$ cat config.mk
export PLATFORM = sky130hd
export DESIGN_NAME = dtic_top
export DESIGN_NICKNAME = d
export VERILOG_FILES = /design/src/core/dtic_debounce.v /design/src/core/dtic_top.v
export VERILOG_INCLUDE_DIRS = /design/src /design/src/core
export SDC_FILE = /design/constraint.sdc
export NUM_CORES = 1
export LEC_CHECK = 0
export BUFFER_PORTS_ARGS = -buffer_cell sky130_fd_sc_hd__clkbuf_2
export CAP_MARGIN = 5
export CORE_MARGIN = 3
export CORE_UTILIZATION = 45
export CTS_CLUSTER_SIZE = 14
export DETAILED_ROUTE_END_ITERATION = 6
export SETUP_SLACK_MARGIN = 0.3
export SLEW_MARGIN = 10
export SYNTH_ARGS = -nofsm -noshare
export SYNTH_HDL_FRONTEND = slang
export SYNTH_SLANG_ARGS = --single-unit
$ cat constraint.sdc
create_clock -name clk_sys -period 21.5 [get_ports clk_sys]
set_clock_uncertainty 0.1 [all_clocks]
set_input_delay 3.225 -clock clk_sys [delete_from_list [all_inputs] [get_ports clk_sys]]
set_output_delay 3.225 -clock clk_sys [all_outputs]
set_load 0.02 [all_outputs]
$ cat src/core/dtic_map.vh
// Constants shared by the digital trigger input conditioner files.
`ifndef DTIC_MAP_VH
`define DTIC_MAP_VH
`define DTIC_NUM_SRC 13
`define DTIC_SRC_W 4
`define DTIC_SRC_UFI0 4'h0
`define DTIC_SRC_UFI1 4'h1
`define DTIC_SRC_DSTAR_A 4'h2
`define DTIC_SRC_DSTAR_B 4'h3
`define DTIC_SRC_TRIG0 4'h4
`define DTIC_SRC_STAR 4'hC
`define DTIC_DET_RISE 2'h0
`define DTIC_DET_FALL 2'h1
`define DTIC_DET_LEVEL 2'h2
`define DTIC_MODE_START 2'h0
`define DTIC_MODE_REF 2'h1
`define DTIC_MODE_PAUSE 2'h2
`define DTIC_FSEL_90NS 2'h0
`define DTIC_FSEL_5120NS 2'h1
`define DTIC_FSEL_2560NS 2'h2
`define DTIC_FSEL_CUSTOM 2'h3
`define DTIC_CLK_MHZ 100
`define DTIC_T_90NS 90
`define DTIC_T_5120NS 5120
`define DTIC_T_2560NS 2560
`define DTIC_CYC_90NS ((`DTIC_T_90NS * `DTIC_CLK_MHZ + 999) / 1000)
`define DTIC_CYC_5120NS ((`DTIC_T_5120NS * `DTIC_CLK_MHZ + 999) / 1000)
`define DTIC_CYC_2560NS ((`DTIC_T_2560NS * `DTIC_CLK_MHZ + 999) / 1000)
`define DTIC_CNT_W 16
`define DTIC_DEB_CYC 16'h0008
`endif

$ cat src/core/dtic_debounce.v
// Per-line debouncing filter: output follows input after it is stable for a count.
module dtic_debounce #(
  parameter CW = 16
) (
  input wire clk_sys,
  input wire rst_n,
  input wire enable,
  input wire [CW-1:0] hold_cycles,
  input wire din,
  output reg dout
);
  reg [CW-1:0] count;

  // A change must persist for hold_cycles clocks before it is passed on.
  always @(posedge clk_sys or negedge rst_n) begin
    if (!rst_n) begin
      count <= {CW{1'b0}};
      dout <= 1'b0;
    end else if (!enable || din == dout) begin
      count <= {CW{1'b0}};
      if (!enable) dout <= din;
    end else if (count + 1'b1 >= hold_cycles) begin
      count <= {CW{1'b0}};
      dout <= din;
    end else begin
      count <= count + 1'b1;
    end
  end
endmodule

$ cat src/core/dtic_top.v
// Digital trigger input conditioner: source select, detect, qualify, acquisition control.
`include "dtic_map.vh"
module dtic_top #(
  parameter CW = 16
) (
  input wire clk_sys,
  input wire resetn,
  input wire [1:0] user_function_input,
  input wire dstar_a,
  input wire dstar_b,
  input wire [7:0] bus_trig,
  input wire star_trig,
  input wire sync_clk,
  input wire [`DTIC_NUM_SRC-1:0] deb_enable,
  input wire [CW-1:0] deb_cycles,
  input wire [`DTIC_SRC_W-1:0] src_sel,
  input wire [1:0] det_sel,
  input wire [1:0] mode_sel,
  input wire filt_enable,
  input wire [1:0] filt_sel,
  input wire [CW-1:0] filt_custom,
  input wire skew_enable,
  input wire arm,
  input wire sample_tick,
  input wire [CW-1:0] pre_count,
  input wire [CW-1:0] post_count,
  input wire ref_clk_use_bus10,
  input wire over_power,
  input wire acc_present_in,
  output reg acq_run,
  output reg acq_done,
  output reg trig_seen,
  output reg cfg_error,
  output reg acc_power_en,
  output reg acc_fault,
  output reg acc_present,
  output reg star_trig_oe,
  output reg ref_clk_bus10_sel
);
  localparam ST_IDLE = 2'h0;
  localparam ST_PRE = 2'h1;
  localparam ST_POST = 2'h2;
  localparam ST_DONE = 2'h3;
  // Fixed intervals in cycles, held 32 bits wide and cut to the counter width where used.
  localparam [31:0] LIM_90 = `DTIC_CYC_90NS;
  localparam [31:0] LIM_5120 = `DTIC_CYC_5120NS;
  localparam [31:0] LIM_2560 = `DTIC_CYC_2560NS;

  reg rst_s1, rst_s2;
  wire rst_n = rst_s2;
  reg [`DTIC_NUM_SRC-1:0] pin_s1, pin_s2;
  reg sync_s1, sync_s2, sync_d;
  reg acc_s1, acc_s2;
  wire [`DTIC_NUM_SRC-1:0] raw_in = {star_trig, bus_trig, dstar_b, dstar_a, user_function_input};
  wire [`DTIC_NUM_SRC-1:0] deb_out;
  reg sel_d, sel_q, cond;
  reg [CW-1:0] filt_cnt, filt_lim;
  reg qual, qual_d, held, skew_pend;
  reg [1:0] state;
  reg [CW-1:0] samp_cnt;
  wire trig_evt = held & ~qual_d;
  wire cfg_bad = (mode_sel == `DTIC_MODE_PAUSE) && (det_sel != `DTIC_DET_LEVEL);

  // Reset release is synchronised so all flops on rst_n leave reset on the same edge.
  always @(posedge clk_sys or negedge resetn) begin
    if (!resetn) begin
      rst_s1 <= 1'b0;
      rst_s2 <= 1'b0;
    end else begin
      rst_s1 <= 1'b1;
      rst_s2 <= rst_s1;
    end
  end

  // Pins are asynchronous to the timebase, so each passes two flops first.
  always @(posedge clk_sys or negedge rst_n) begin
    if (!rst_n) begin
      pin_s1 <= {`DTIC_NUM_SRC{1'b0}};
      pin_s2 <= {`DTIC_NUM_SRC{1'b0}};
      sync_s1 <= 1'b0;
      sync_s2 <= 1'b0;
      sync_d <= 1'b0;
      acc_s1 <= 1'b0;
      acc_s2 <= 1'b0;
    end else begin
      pin_s1 <= raw_in;
      pin_s2 <= pin_s1;
      sync_s1 <= sync_clk;
      sync_s2 <= sync_s1;
      sync_d <= sync_s2;
      acc_s1 <= acc_present_in;
      acc_s2 <= acc_s1;
    end
  end

  // One debouncer per line; each has its own enable bit.
  genvar gi;
  generate
    for (gi = 0; gi < `DTIC_NUM_SRC; gi = gi + 1) begin : g_deb
      dtic_debounce #(.CW(CW)) u_deb (
        .clk_sys(clk_sys),
        .rst_n(rst_n),
        .enable(deb_enable[gi]),
        .hold_cycles(deb_cycles),
        .din(pin_s2[gi]),
        .dout(deb_out[gi])
      );
    end
  endgenerate

  // Source multiplexer; codes above the star line select nothing.
  always @* begin
    sel_d = 1'b0;
    if (src_sel < `DTIC_NUM_SRC) sel_d = deb_out[src_sel];
  end

  // Detector: edges give a one-cycle condition, level passes straight.
  always @* begin
    case (det_sel)
      `DTIC_DET_RISE: cond = sel_d & ~sel_q;
      `DTIC_DET_FALL: cond = ~sel_d & sel_q;
      `DTIC_DET_LEVEL: cond = sel_d;
      default: cond = 1'b0;
    endcase
  end

  // Qualification interval select; fixed choices round up to whole cycles.
  always @* begin
    case (filt_sel)
      `DTIC_FSEL_90NS: filt_lim = LIM_90[CW-1:0];
      `DTIC_FSEL_5120NS: filt_lim = LIM_5120[CW-1:0];
      `DTIC_FSEL_2560NS: filt_lim = LIM_2560[CW-1:0];
      default: filt_lim = (filt_custom == {CW{1'b0}}) ? {{(CW-1){1'b0}}, 1'b1} : filt_custom;
    endcase
  end

  // Filter counts consecutive true cycles; an edge condition lasts one cycle,
  // so a filtered edge trigger only qualifies with a one-cycle interval.
  always @(posedge clk_sys or negedge rst_n) begin
    if (!rst_n) begin
      sel_q <= 1'b0;
      filt_cnt <= {CW{1'b0}};
      qual <= 1'b0;
    end else begin
      sel_q <= sel_d;
      if (!filt_enable) begin
        filt_cnt <= {CW{1'b0}};
        qual <= cond;
      end else if (!cond) begin
        filt_cnt <= {CW{1'b0}};
        qual <= 1'b0;
      end else if (filt_cnt + 1'b1 >= filt_lim) begin
        qual <= 1'b1;
      end else begin
        filt_cnt <= filt_cnt + 1'b1;
      end
    end
  end

  // Skew correction holds the trigger until the next sync clock rising edge.
  always @(posedge clk_sys or negedge rst_n) begin
    if (!rst_n) begin
      held <= 1'b0;
      qual_d <= 1'b0;
      skew_pend <= 1'b0;
    end else begin
      qual_d <= held;
      if (!skew_enable) begin
        held <= qual;
        skew_pend <= 1'b0;
      end else begin
        if (qual) skew_pend <= 1'b1;
        else if (sync_s2 & ~sync_d) skew_pend <= 1'b0;
        if (sync_s2 & ~sync_d) held <= qual | skew_pend;
      end
    end
  end

  // Acquisition control for start, reference and pause modes.
  always @(posedge clk_sys or negedge rst_n) begin
    if (!rst_n) begin
      state <= ST_IDLE;
      samp_cnt <= {CW{1'b0}};
      acq_run <= 1'b0;
      acq_done <= 1'b0;
      trig_seen <= 1'b0;
      cfg_error <= 1'b0;
    end else begin
      cfg_error <= cfg_bad;
      if (!arm) begin
        state <= ST_IDLE;
        acq_run <= 1'b0;
        acq_done <= 1'b0;
        trig_seen <= 1'b0;
        samp_cnt <= {CW{1'b0}};
      end else begin
        case (mode_sel)
          `DTIC_MODE_START: begin
            if (trig_evt) begin
              acq_run <= 1'b1;
              trig_seen <= 1'b1;
            end
          end
          `DTIC_MODE_REF: begin
            case (state)
              ST_IDLE: begin
                acq_run <= 1'b1;
                samp_cnt <= {CW{1'b0}};
                state <= ST_PRE;
              end
              ST_PRE: begin
                if (sample_tick && samp_cnt < pre_count) samp_cnt <= samp_cnt + 1'b1;
                if (trig_evt && samp_cnt >= pre_count) begin
                  trig_seen <= 1'b1;
                  samp_cnt <= {CW{1'b0}};
                  state <= ST_POST;
                end
              end
              ST_POST: begin
                if (sample_tick) samp_cnt <= samp_cnt + 1'b1;
                if (sample_tick && samp_cnt + 1'b1 >= post_count) begin
                  acq_run <= 1'b0;
                  acq_done <= 1'b1;
                  state <= ST_DONE;
                end
              end
              default: state <= ST_DONE;
            endcase
          end
          `DTIC_MODE_PAUSE: begin
            acq_run <= ~cfg_bad & ~held;
            trig_seen <= held;
          end
          default: acq_run <= 1'b0;
        endcase
      end
    end
  end

  // Accessory power latches off on a fault; only device reset restores it.
  always @(posedge clk_sys or negedge rst_n) begin
    if (!rst_n) begin
      acc_power_en <= 1'b0;
      acc_fault <= 1'b0;
      acc_present <= 1'b0;
      star_trig_oe <= 1'b0;
      ref_clk_bus10_sel <= 1'b0;
    end else begin
      if (over_power) acc_fault <= 1'b1;
      acc_power_en <= ~acc_fault & ~over_power;
      acc_present <= acc_s2;
      star_trig_oe <= 1'b0;
      ref_clk_bus10_sel <= 1'b0;
    end
  end
endmodule

# Word level (Yosys, flattened, before mapping)
# Index checks and enable logic that the tools add are counted.
[classes]
add_sub_neg = 15
multipliers = 0
div = 0
magnitude_cmp = 19
n_eq_ne = 53
n_shift = 0
muxes = 106
bitwise_logic = 15
reduce_logical = 66
[op_table]
columns = ["op", "count"]
rows = [
  ["$mux 16", 35],
  ["$ge 16x16->1", 16],
  ["$add 16x1->16 const B", 15],
  ["$pmux 16 s3", 2],
  ["$mux 1", 59],
  ["$ne 2x2->1 const B", 14],
  ["$reduce_and 2->1", 13],
  ["$reduce_bool 2->1", 13],
  ["$ne 3x3->1 const B", 6],
  ["$logic_not 16->1", 1],
  ["$lt 16x16->1", 1],
  ["$eq 1x1->1", 13],
  ["$logic_not 1->1", 13],
  ["$logic_or 1x1->1", 13],
  ["$pmux 1 s3", 3],
  ["$reduce_and 3->1", 3],
  ["$eq 2x1->1 const B", 4],
  ["$eq 2x2->1 const B", 4],
  ["$logic_not 2->1", 4],
  ["$mux 2", 4],
  ["$ne 2x1->1 const B", 4],
  ["$ne 4x1->1 const B", 2],
  ["$ne 4x4->1 const B", 2],
  ["$not 1->1", 8],
  ["12 further kinds", 22],
]
[word_totals]
regBits = 300
latchBits = 0
mem_bits_rw = 0
mem_bits_ro = 0
elab_cells = 324
n_memories = 0

# Depth between registers and ports, before layout
# Gate-level depths: netlist of run 1.
[depth]
depth_word = 8
depth_mapped = 15
depth_no_buf = 14

# Modules after synthesis
# A second synthesis of run 1 with hierarchy kept.
[hier_totals]
cells_unflattened = 2247
hier_area_um2 = 21780.9
[modules_own_cells]
columns = ["module", "n_inst", "cells_each", "area_per_inst_um2", "seq_area_each_um2"]
rows = [
  ["dtic_debounce", 13, 132, 1281.2, 425.4],
  ["dtic_top", 1, 531, 5124.9, 1976.9],
]

# Worst setup path after synthesis of run 1
# Ideal clock, no wire load.
[synth_path]
path_type = "input-to-reg"
startpoint = "input filt_sel[1]"
endpoint = "register filt_cnt[1]"
setup_time_ns = 0.124
arrival_time_ns = 5.629
required_ns = 21.276
setup_slack_ns = 15.647
stages = 12
cell_sequence = "inv_1 nor2_1 clkbuf_1 nand2_1 ha_1 or4_1 a21oi_1 o31ai_1 clkbuf_1 a21oi_1 mux2i_1 nor2_1"
[synth_between]
elab_chain_len = 4
elab_cells_between_ends = 6
classes_between = "1 x order compare; 3 x eq/ne; 1 x mux; 1 x reduce/logical"
[synth_lines]
columns = ["element", "line", "rtl"]
rows = [
  ["start: declaration", "dtic_top.v:20", "input wire [1:0] filt_sel,"],
  ["$eq 2x2->1, or another cell as far along", "dtic_top.v:129", "case (filt_sel)"],
  ["$pmux 16 s3 (*)", "dtic_top.v:129", ""],
  ["$ge 16x16->1 (*)", "dtic_top.v:152", "end else if (filt_cnt + 1'b1 >= filt_lim) begin"],
  ["$ne 3x3->1 (no source line) (*)", "--", ""],
  ["end signal: assignment", "dtic_top.v:142", "filt_cnt <= {CW{1'b0}};"],
  ["end signal: assignment", "dtic_top.v:150", "filt_cnt <= {CW{1'b0}};"],
  ["end signal: assignment", "dtic_top.v:155", "filt_cnt <= filt_cnt + 1'b1;"],
  ["end: declaration", "dtic_top.v:57", "reg [CW-1:0] filt_cnt, filt_lim;"],
]
# Every way passes the cells marked *; elsewhere a longest branch is shown, timed or not.
# A chain may end at the register's enable or synchronous reset.

# Final worst setup path of run 1
[layout_path]
startpoint = "input pre_count[15]"
endpoint = "register samp_cnt[5]"
[layout_between]
elab_chain_len = 6
elab_cells_between_ends = 10
classes_between = "2 x order compare; 1 x eq/ne; 4 x mux; 3 x reduce/logical"
[layout_lines]
columns = ["element", "line", "rtl"]
rows = [
  ["start: declaration", "dtic_top.v:25", "input wire [CW-1:0] pre_count,"],
  ["$ge 16x16->1", "dtic_top.v:213", "if (trig_evt && samp_cnt >= pre_count) begin"],
  ["$logic_and 1x1->1", "dtic_top.v:213", ""],
  ["$mux 16", "dtic_top.v:213", ""],
  ["$pmux 16 s3", "dtic_top.v:205", "case (state)"],
  ["$mux 16", "dtic_top.v:197", "case (mode_sel)"],
  ["$mux 16", "dtic_top.v:190", "if (!arm) begin"],
  ["end signal: assignment", "dtic_top.v:208", "samp_cnt <= {CW{1'b0}};"],
  ["end signal: assignment", "dtic_top.v:212", "if (sample_tick && samp_cnt < pre_count) samp_cnt <= samp_cnt + 1'b1;"],
  ["end signal: assignment", "dtic_top.v:215", "samp_cnt <= {CW{1'b0}};"],
  ["end: declaration", "dtic_top.v:60", "reg [CW-1:0] samp_cnt;"],
]
# Several ways; a longest one is shown, not always the timed one. The select of a mux whose other input is x is not followed.

==> impl_metrics.csv, run 1 <==
group,metric,value,unit
run_status,status,"completed",
clock_network,cts_sinks,300,
placement,gp_congestion,0.8185,
logic_synthesis,ys_seq_elements,300,
sta,finalCritPeriodShare,0.2856,
drt,vias,14480,
clock_network,numCtsBuffers,38,
layout,multiInputGateArea,11570,sq um
logic_synthesis,async_reset_ff_frac,1.000,
drt,firstDrtPassIters,5,
logic_synthesis,netlist_instances,1970,
power,p_per_area,61.26,nW/um^2
layout,instances_no_fill,2730,
logic_synthesis,synth_top_area_frac,0.3834,
die,fp.coreArea,42420,sq um
logic_synthesis,synth_area_leaders,"dfrtp_1, ha_1, nor2b_1",
drt,drt_iter0_drc,735,
worst_setup_path,required,21830,ps
worst_setup_path,critPathKind,"input port to flop",
power,swShare,0.2511,
power,p_sw,0.3419,mW
placement,portBuffers,115,
placement,dpl.cell_count,2661,
die,start_util,0.4616,
hold_path,hp-class,"flop to flop",
logic_synthesis,ys_seq_area_frac,0.3834,
layout,layout-drive-gt1-share,0.1054,
clock_network,clkTransAtPathRegs,50,ps
logic_synthesis,synth_edf_count,0,
sta,finalCriticalPeriod,6140,ps
logic_synthesis,synth_ff_type,"dfrtp_1",
sta,setup_tns,0,ps
logic_synthesis,ys_warn_count,0,
layout,design_area,22230,sq um
die,die_x,214.6,um
worst_setup_path,critPathLaunchType,"input port",
sta,max_freq,162.9,MHz
clock_network,postCtsHoldBufs,0,
sta,hold_slack,247.2,ps
worst_setup_path,cp.arrival,6470,ps
logic_synthesis,avgSynthCellArea,9.939,sq um
die,io_pins,119,
die,fp.dieH,214.6,um
die,die-area,46050,sq um
power,power_frac_seq,0.435,
grt,track_usage,0.1997,
layout,area_delta_synth_final,13.52,%
grt,antenna_found_initial,0,
power,p_leak,11.39,nW
power,pwr-share-comb,0.099,
drt,routed_wirelength,45390,um
drt,wl_per_cell,16.63,um
clock_network,cts_resized,0,
logic_synthesis,synth.largest_area_cell,"dfrtp_1",
clock_network,cts_root_buf,"clkbuf_16",
sta,finalSetupViolCount,0,
clock_network,cts_buffer_depth,3,
clock_network,cts_tree,"built",
placement,postPlaceCellArea,20950,sq um
grt,grt_overflow_total,0,
power,clkPwrFrac,0.466,
power,power.internal,1.020,mW
drt,post-route-drc-count,0,
drt,antenna_left,0,
sta,tightestPinTransition,1232,ps
sta,grt_setup_unrepaired,"no",
layout,finalCoreUtilization,0.5240,
power,ir_drop,54.04,uV
logic_synthesis,yosysUniqueCellTypes,57,
grt,grt_pass1_vias,14640,
logic_synthesis,synth_common_cells,"dfrtp_1, ha_1, nor2b_1",
sta,drv_slew,0,
grt,grt_start_max_net_pins,71,
worst_setup_path,critical_path.max_fanout,15,
layout,diodes,0,
clock_network,clock_latency,560,ps
logic_synthesis,netlist_area,19580,sq um
run,cap_violations,0,
sta,max_slew_margin,0.1680,
layout,seq_area,7511,sq um
logic_synthesis,synth.most_common_cell,"dfrtp_1",
drt,via_per_inst,5.304,
clock_network,cts_setup_buffers,0,
grt,grt_pass1_wl,75120,um
layout,n_fill_cell,3936,
layout,fin_nets,2512,
worst_setup_path,worstSetupEndpointType,"flop",
clock_network,h-tree-depth,2,
die,rows,75,
sta,finalHoldViolations,0,
placement,hpwl,31460,um
==> per-stage QoR <==
stage / power [mW] / setup slack (ps)
2_1_floorplan: 0.6830 / 12420
3_3_place_gp: 0.7331 / 14850
3_5_place_dp: 0.7374 / 14870
4_1_cts: 1.383 / 15450
5_1_grt: 1.427 / 15210
6_report: 1.362 / 15360
==> state kept, by name, summed over array words and instances, names as in the netlist, 2 cells and up <==
| register | count |
|---|---|
| g_deb.u_deb.dout | 13 |
| pin_s1 | 13 |
| state | 2 |
| filt_cnt | 16 |
| samp_cnt | 16 |
| g_deb.u_deb.count | 208 |
| pin_s2 | 13 |
==> placed cells by master (no fill, tap or decap), types with 37 or more instances in the layout <==
cell type and count:
and3_1 37, o21ai_0 58, xnor2_1 145, a21o_1 76, dfrtp_1 299, a21oi_1 65
clkbuf_2 115, inv_1 106, nand3_1 108, xor2_1 91, nand4_1 41, clkbuf_16 39
nor2_1 119, ha_1 274, nand2_1 91, nor2b_1 206
==> cells by family (layout without fill, tap and decap cells) <==
| logic type | count (synthesis) | count (layout) | share of synthesized area |
|---|---|---|---|
| other | 2 | 3 | 0.0003836 |
| multiplexers | 22 | 22 | 0.01348 |
| AO/OA/AOI/OAI | 303 | 303 | 0.1052 |
| buffers and inverters | 131 | 313 | 0.02575 |
| AND/OR/NAND/NOR | 702 | 702 | 0.1911 |
| flip-flops | 300 | 300 | 0.3834 |
| XOR/XNOR | 236 | 236 | 0.1056 |
| adder cells (fa/ha/maj) | 274 | 274 | 0.1751 |
==> layer usage <==
| metal | up-vias | share of wire | track usage |
|---|---|---|---|
| li1 | 7220 | - | - |
| met1 | 7021 | 0.49 | 0.2815 |
| met2 | 183 | 0.45 | 0.3209 |
| met3 | 57 | 0.036 | 0.03344 |
| met4 | 0 | 0.019 | 0.05079 |
| met5 | - | 0 | 0 |
==> power groups by stage <==
stage               combinational (mW)  sequential, mW  clock, mW
floorplan                       0.0789           0.604          0
global placement                 0.132           0.601          0
detailed placement               0.136           0.602          0
CTS                              0.136           0.592      0.655
global route                     0.154           0.594      0.679
finish                           0.135           0.592      0.635
==> final cells by class <==
class / instances / area share
clock buffers: 55 / 0.04931
inverters: 106 / 0.01790
flip-flops and latches: 300 / 0.3379
multi-input cells: 1540 / 0.5206
well taps: 577 / 0.03248
clock inverters: 10 / 0.006586
repair buffers: 142 / 0.03518
==> worst paths after layout <==
kind | from | end | slack, ps | cells past startpoint
max in group asynchronous | resetn | rst_n | 18840 | 1
min in group asynchronous | rst_n | filt_cnt[11] | 260 | 0
worst max register to register | filt_cnt[0] | filt_cnt[1] | 17440 | 14
worst max-delay path | pre_count[15] | samp_cnt[5] | 15360 | 10
worst min-delay path | pin_s1[4] | pin_s2[4] | 250 | 0
worst min register to register | pin_s1[4] | pin_s2[4] | 250 | 0
==> worst max-delay path: stages <==
cell and delay (ps):
clkbuf_2 70, inv_1 40, ha_1 310, nand4_1 220, or4_1 650, a31oi_1 300, o31ai_1 160, a41oi_1 1030
o21ai_0 220, a22o_1 240
Power figures use the tool's default switching activity.
==> inputs of run 2 (changes only) <==
Clock period 21.5 ns to 6.2 ns, I/O delays scaled along.
==> run 2 against run 1 <==
Net effect:
- power increased to 3.5 times the previous value
- wire length decreased by 0.93%
- largest cell class unchanged
- die area is the same
- final cell count hardly changed
- design area about the same
- hold slack worse by 170 ps
- via count decreased by 0.89%
- sequential share of layout area about the same
==> impl_metrics.csv, run 2 (synthesized netlist as in run 1, its figures left out) <==
group,metric,value,unit
layout,design_area,22240,sq um
run_status,status,"completed",
die,die_x,214.6,um
drt,post-route-drc-count,0,
worst_setup_path,critPathKind,"flop to flop",
worst_setup_path,worst_r2r_path_depth,14,
power,power_frac_seq,0.430,
die,fp.coreArea,42420,sq um
run,cap_violations,0,
drt,routed_wirelength,44960,um
grt,grt_pass1_wl,75260,um
hold_path,hp-class,"input port to async pin",
power,p_total,4.761,mW
drt,antenna_left,0,
placement,portBuffers,115,
power,p_leak,11.40,nW
placement,hpwl,31430,um
power,power.internal,3.582,mW
power,ir_drop,238.3,uV
layout,layout-drive-gt1-share,0.1070,
die,fp.dieH,214.6,um
sta,grt_setup_unrepaired,"no",
worst_setup_path,cp-endpoint,"filt_cnt[1]",
clock_network,cts_tree,"built",
sta,finalSetupViolCount,0,
placement,dpl.cell_count,2662,
drt,vias,14350,
sta,max_freq,250.2,MHz
worst_setup_path,required,6490,ps
drt,drt_iter0_drc,710,
grt,antenna_found_initial,0,
die,rows,75,
layout,finalCoreUtilization,0.5243,
worst_setup_path,worstSetupEndpointType,"flop",
sta,drv_slew,0,
sta,tightestPinTransition,1099,ps
sta,setup_tns,0,ps
worst_setup_path,cpPeakStageDelay,510,ps
layout,final_common_cell,"dfrtp_1",
sta,finalCriticalPeriod,3997,ps
worst_setup_path,critPathLaunchType,"flop",
die,start_util,0.4616,
placement,postPlaceCellArea,20970,sq um
worst_setup_path,critical_path.max_fanout,13,
drt,via_per_inst,5.261,
drt,wl_per_cell,16.48,um
layout,largest_reg_flops,208,
power,pwr-share-comb,0.098,
worst_setup_path,r2r-end,"filt_cnt[1]",
sta,finalCritPeriodShare,0.6447,
clock_network,clkTransAtPathRegs,60,ps
die,io_pins,119,
clock_network,clock_latency,540,ps
sta,finalHoldViolations,0,
clock_network,cts_root_buf,"clkbuf_16",
grt,track_usage,0.1988,
clock_network,cts_resized,0,
worst_setup_path,r2r_setup_slack,2200,ps
clock_network,cts_buffer_depth,3,
layout,reg.largest.list,"g_deb.u_deb.count (208), filt_cnt (16), samp_cnt (16)",
layout,fin_nets,2508,
power,swShare,0.2477,
grt,grt_pass1_vias,14700,
clock_network,cts_sinks,300,
clock_network,h-tree-depth,2,
power,p_per_area,214.1,nW/um^2
clock_network,cts_setup_buffers,0,
die,die-area,46050,sq um
grt,grt_start_max_net_pins,145,
worst_setup_path,cp_slowest_cell,"nor4_1",
placement,gp_congestion,0.8042,
worst_setup_path,cp-startpoint,"filt_cnt[0]",
grt,grt_overflow_total,0,
clock_network,postCtsHoldBufs,0,
layout,area_delta_synth_final,13.57,%
layout,largest-register,"g_deb.u_deb.count",
worst_setup_path,crit_chain,"ha_1, nand3_1, nor4_1, nand3_1, or2_2, xnor2_1, ha_1, a21o_1, a21oi_1, o21ai_0, buf_4, a21oi_1, mux2i_1, nor2_1",
sta,max_slew_margin,0.2667,
power,clkPwrFrac,0.471,
layout,instances_no_fill,2728,
worst_setup_path,cp.arrival,4290,ps
clock_network,numCtsBuffers,36,
drt,firstDrtPassIters,5,
worst_setup_path,r2r-start,"filt_cnt[0]",
power,p_sw,1.179,mW
layout,layout_common_cells,"dfrtp_1, ha_1, nor2b_1",
-- run 2: cell types whose count changed in the layout (fill, tap and decap cells not counted), sizes merged --
cell,before,now
clkbuf,170,161
clkinv,4,11
bufinv,3,6
buf,27,25
inv,108,106
diode,0,1
-- run 2: worst min path at each step --
| stage | start | endpoint | slack [ps] | depth (start not counted) |
|---|---|---|---|---|
| global placement | pin_s1[7] | pin_s2[7] | 230 | 0 |
| floorplan | rst_s1 | rst_n | 230 | 0 |
| global route | resetn | rst_s1 | 50 | 1 |
| detailed placement | acc_s2 | acc_present | 230 | 0 |
| finish | resetn | rst_s1 | 80 | 1 |
| CTS | resetn | rst_s1 | 40 | 1 |
-- run 2: through the flow --
stage | hold WS [ps] | setup WS, ps
finish | 79.58 | 2203
global route | 45.15 | 1843
CTS | 42.61 | 2170
detailed placement | 234.7 | 2112
global placement | 231.1 | 2153
floorplan | 231.1 | 1189
-- run 2: layout make-up --
cell class | instances | area (sq um)
antenna | 1 | 2.502
clock buffer | 46 | 1010
clock inverter | 18 | 246.5
fill | 3870 | 20180
inverter | 106 | 397.9
multi-input combinational | 1540 | 11570
sequential | 300 | 7511
tap | 577 | 721.9
timing repair buffer | 140 | 775.7
-- run 2: layer usage --
metal / routed length [um] / track usage
met2: 20170 / 0.3167
met1: 22160 / 0.2828
met5: 0 / 0
met3: 1730 / 0.03599
met4: 898 / 0.04591
-- run 2: worst max-delay path: cells and delay by family (launching register included) --
family / cells / cell delay, ps
XOR/XNOR: 1 / 130
multiplexers: 1 / 250
adder cells (fa/ha/maj): 2 / 570
buffers and inverters: 1 / 190
flip-flops: 1 / 420
AND/OR/NAND/NOR: 5 / 1320
AO/OA/AOI/OAI: 4 / 860
-- run 2: power groups by stage --
stage          Sequential [mW]  Clock, mW  Combinational (mW)
2_1_floorplan             2.09          0               0.274
3_3_place_gp              2.08          0               0.458
3_5_place_dp              2.08          0               0.472
4_1_cts                   2.05       2.32               0.476
5_1_grt                   2.06       2.41               0.539
6_report                  2.05       2.24               0.468
==> inputs of run 3 (changes only) <==
Clock period 6.2 ns to 3.9 ns, I/O delays scaled along.
==> run 3 against run 2 <==
Net effect:
- via count up 2.2%
- fmax up 16%
- final cell count up 1.8%
- wire length up 4.0%
- non-clock buffer count up 47
- hold slack worse by 45 ps
- register-to-register slack worse by 1800 ps
==> impl_metrics.csv, run 3 (synthesized netlist as in run 1, its figures left out) <==
group,metric,value,unit
sta,max_slew_margin,0.4033,
clock_network,cts_tree,"built",
placement,hpwl,34220,um
clock_network,clkTransAtPathRegs,60,ps
worst_setup_path,r2r-start,"filt_cnt[0]",
power,swShare,0.2553,
drt,routed_wirelength,46760,um
clock_network,cts_sinks,300,
grt,grt_overflow_total,0,
worst_setup_path,path_buf_inv,2,
power,p_per_area,330.7,nW/um^2
drt,via_per_inst,5.281,
die,die_x,214.6,um
die,die-area,46050,sq um
sta,finalCritPeriodShare,0.8864,
worst_setup_path,critPathLaunchType,"flop",
sta,hold_slack,34.71,ps
worst_setup_path,cp.arrival,3770,ps
layout,instances_no_fill,2777,
worst_setup_path,critical_path.max_fanout,6,
clock_network,cts_root_buf,"clkbuf_16",
layout,area_delta_synth_final,16.38,%
layout,largest_reg_flops,208,
layout,n_fill_cell,3835,
power,ir_drop,277.5,uV
power,clkPwrFrac,0.460,
die,io_pins,119,
sta,drv_slew,0,
sta,tightestPinTransition,895.1,ps
grt,grt_pass1_wl,77210,um
layout,diodes,0,
worst_setup_path,required,4210,ps
drt,post-route-drc-count,0,
drt,firstDrtPassIters,5,
layout,fin_nets,2557,
layout,largest-register,"g_deb.u_deb.count",
die,fp.coreArea,42420,sq um
hold_path,min_from,"bus_trig[5]",
run_status,status,"completed",
placement,portBuffers,115,
clock_network,h-tree-depth,2,
grt,antenna_found_initial,0,
grt,grt_start_max_net_pins,62,
worst_setup_path,worstSetupEndpointType,"flop",
layout,finalCoreUtilization,0.5372,
placement,dpl.cell_count,2697,
clock_network,numCtsBuffers,38,
worst_setup_path,cpPeakStageDelay,420,ps
power,p_sw,1.924,mW
die,fp.dieH,214.6,um
worst_setup_path,worst_r2r_path_depth,15,
clock_network,clock_latency,550,ps
grt,grt_pass1_vias,15230,
power,pwr-share-comb,0.107,
sta,max_freq,289.3,MHz
sta,finalSetupViolCount,0,
layout,layout_common_cells,"dfrtp_1, ha_1, nor2b_1",
clock_network,cts_buffer_depth,3,
power,power_frac_seq,0.433,
worst_setup_path,r2r_setup_slack,440,ps
sta,setup_tns,0,ps
sta,finalCriticalPeriod,3457,ps
die,rows,75,
power,p_leak,11.66,nW
sta,grt_setup_unrepaired,"no",
hold_path,hold_depth,1,
drt,wl_per_cell,16.84,um
hold_path,hp-class,"input port to flop",
worst_setup_path,cp_slowest_cell,"dfrtp_2",
power,power.internal,5.612,mW
layout,layout-drive-gt1-share,0.1341,
drt,antenna_left,0,
sta,finalHoldViolations,0,
worst_setup_path,crit_chain,"nand3_4, nor4_4, buf_4, nand3_1, or2_4, xnor2_1, ha_1, a21o_1, a21o_1, a21oi_2, o21ai_2, buf_4, a211oi_1, xnor2_1, nor2_1",
worst_setup_path,r2r-end,"filt_cnt[7]",
die,start_util,0.4616,
power,p_total,7.537,mW
grt,track_usage,0.2051,
run,cap_violations,0,
placement,gp_congestion,0.8348,
drt,vias,14670,
layout,final_common_cell,"dfrtp_1",
drt,drt_iter0_drc,664,
worst_setup_path,critPathKind,"flop to flop",
worst_setup_path,path_delay_family,"simple AND/OR/NAND/NOR gates",
worst_setup_path,cp.depth,15,
layout,reg.largest.list,"g_deb.u_deb.count (208), filt_cnt (16), samp_cnt (16)",
hold_path,holdPathEnd,"pin_s1[9]",
run 3: cell types whose count changed in the layout (fill, tap and decap cells not counted), sizes merged, moves of 3 or more:
cell | previous run | this run
clkbuf | 161 | 172
clkinv | 11 | 7
buf | 25 | 68
dlygate4sd3 | 0 | 3
bufinv | 6 | 2
run 3: timing repair:
item	4_1_cts	5_1_grt
pin swaps	1	6
cloned	0	1
endpoints found under the setup margin	17	64
setup buffers	0	9
resized for setup	5	30
hold buffers	3	0
hold endpoints to repair	4	0
run 3: area by class of cell:
type	instances	area, sq um	area share
clock buffers	57	1114	0.04887
well taps	577	721.9	0.03168
repair buffers	187	1202	0.05277
clock inverters	10	103.9	0.004557
inverters	106	397.9	0.01746
multi-input cells	1540	11730	0.5149
flip-flops and latches	300	7515	0.3298
run 3: worst max path at each step:
stage | slack (ps) | endpoint | start
2_1_floorplan | 320 | filt_cnt[6] | filt_cnt[0]
4_1_cts | 310 | state[1] | samp_cnt[2]
3_3_place_gp | 90 | filt_cnt[15] | filt_cnt[0]
5_1_grt | 260 | g_deb[2].u_deb.count[8] | g_deb[2].u_deb.count[0]
3_5_place_dp | 70 | filt_cnt[9] | filt_cnt[0]
6_report | 440 | filt_cnt[7] | filt_cnt[0]
run 3: power by group through the flow:
stage | logic (mW) | registers (mW) | clock network [mW]
after floorplan | 0.435 | 3.33 | 0
after global placement | 0.770 | 3.32 | 0
after detailed placement | 0.789 | 3.32 | 0
after CTS | 0.799 | 3.26 | 3.59
after global routing | 0.914 | 3.28 | 3.70
final | 0.805 | 3.26 | 3.47
run 3: metal layers:
metal	wire, um	global-route usage
met5	0	0
met4	1100	0.05678
met3	1759	0.03571
met2	21900	0.3424
met1	22000	0.2757
run 3: worst register-to-register path, stage by stage (launching register included):
cell and delay (ps):
dfrtp_2 420, nand3_4 130, nor4_4 280, buf_4 160
nand3_1 140, or2_4 320, xnor2_1 210, ha_1 280
a21o_1 160, a21o_1 190, a21oi_2 160, o21ai_2 140
buf_4 190, a211oi_1 240, xnor2_1 160, nor2_1 50
run 3: stage by stage:
stage / instance area, sq um / setup WS, ps
2_1_floorplan: 19590 / 319.3
3_3_place_gp: 21300 / 91.68
3_5_place_dp: 21300 / 72.98
4_1_cts: 22560 / 312.2
5_1_grt: 22790 / 264.2
6_report: 22790 / 443.2
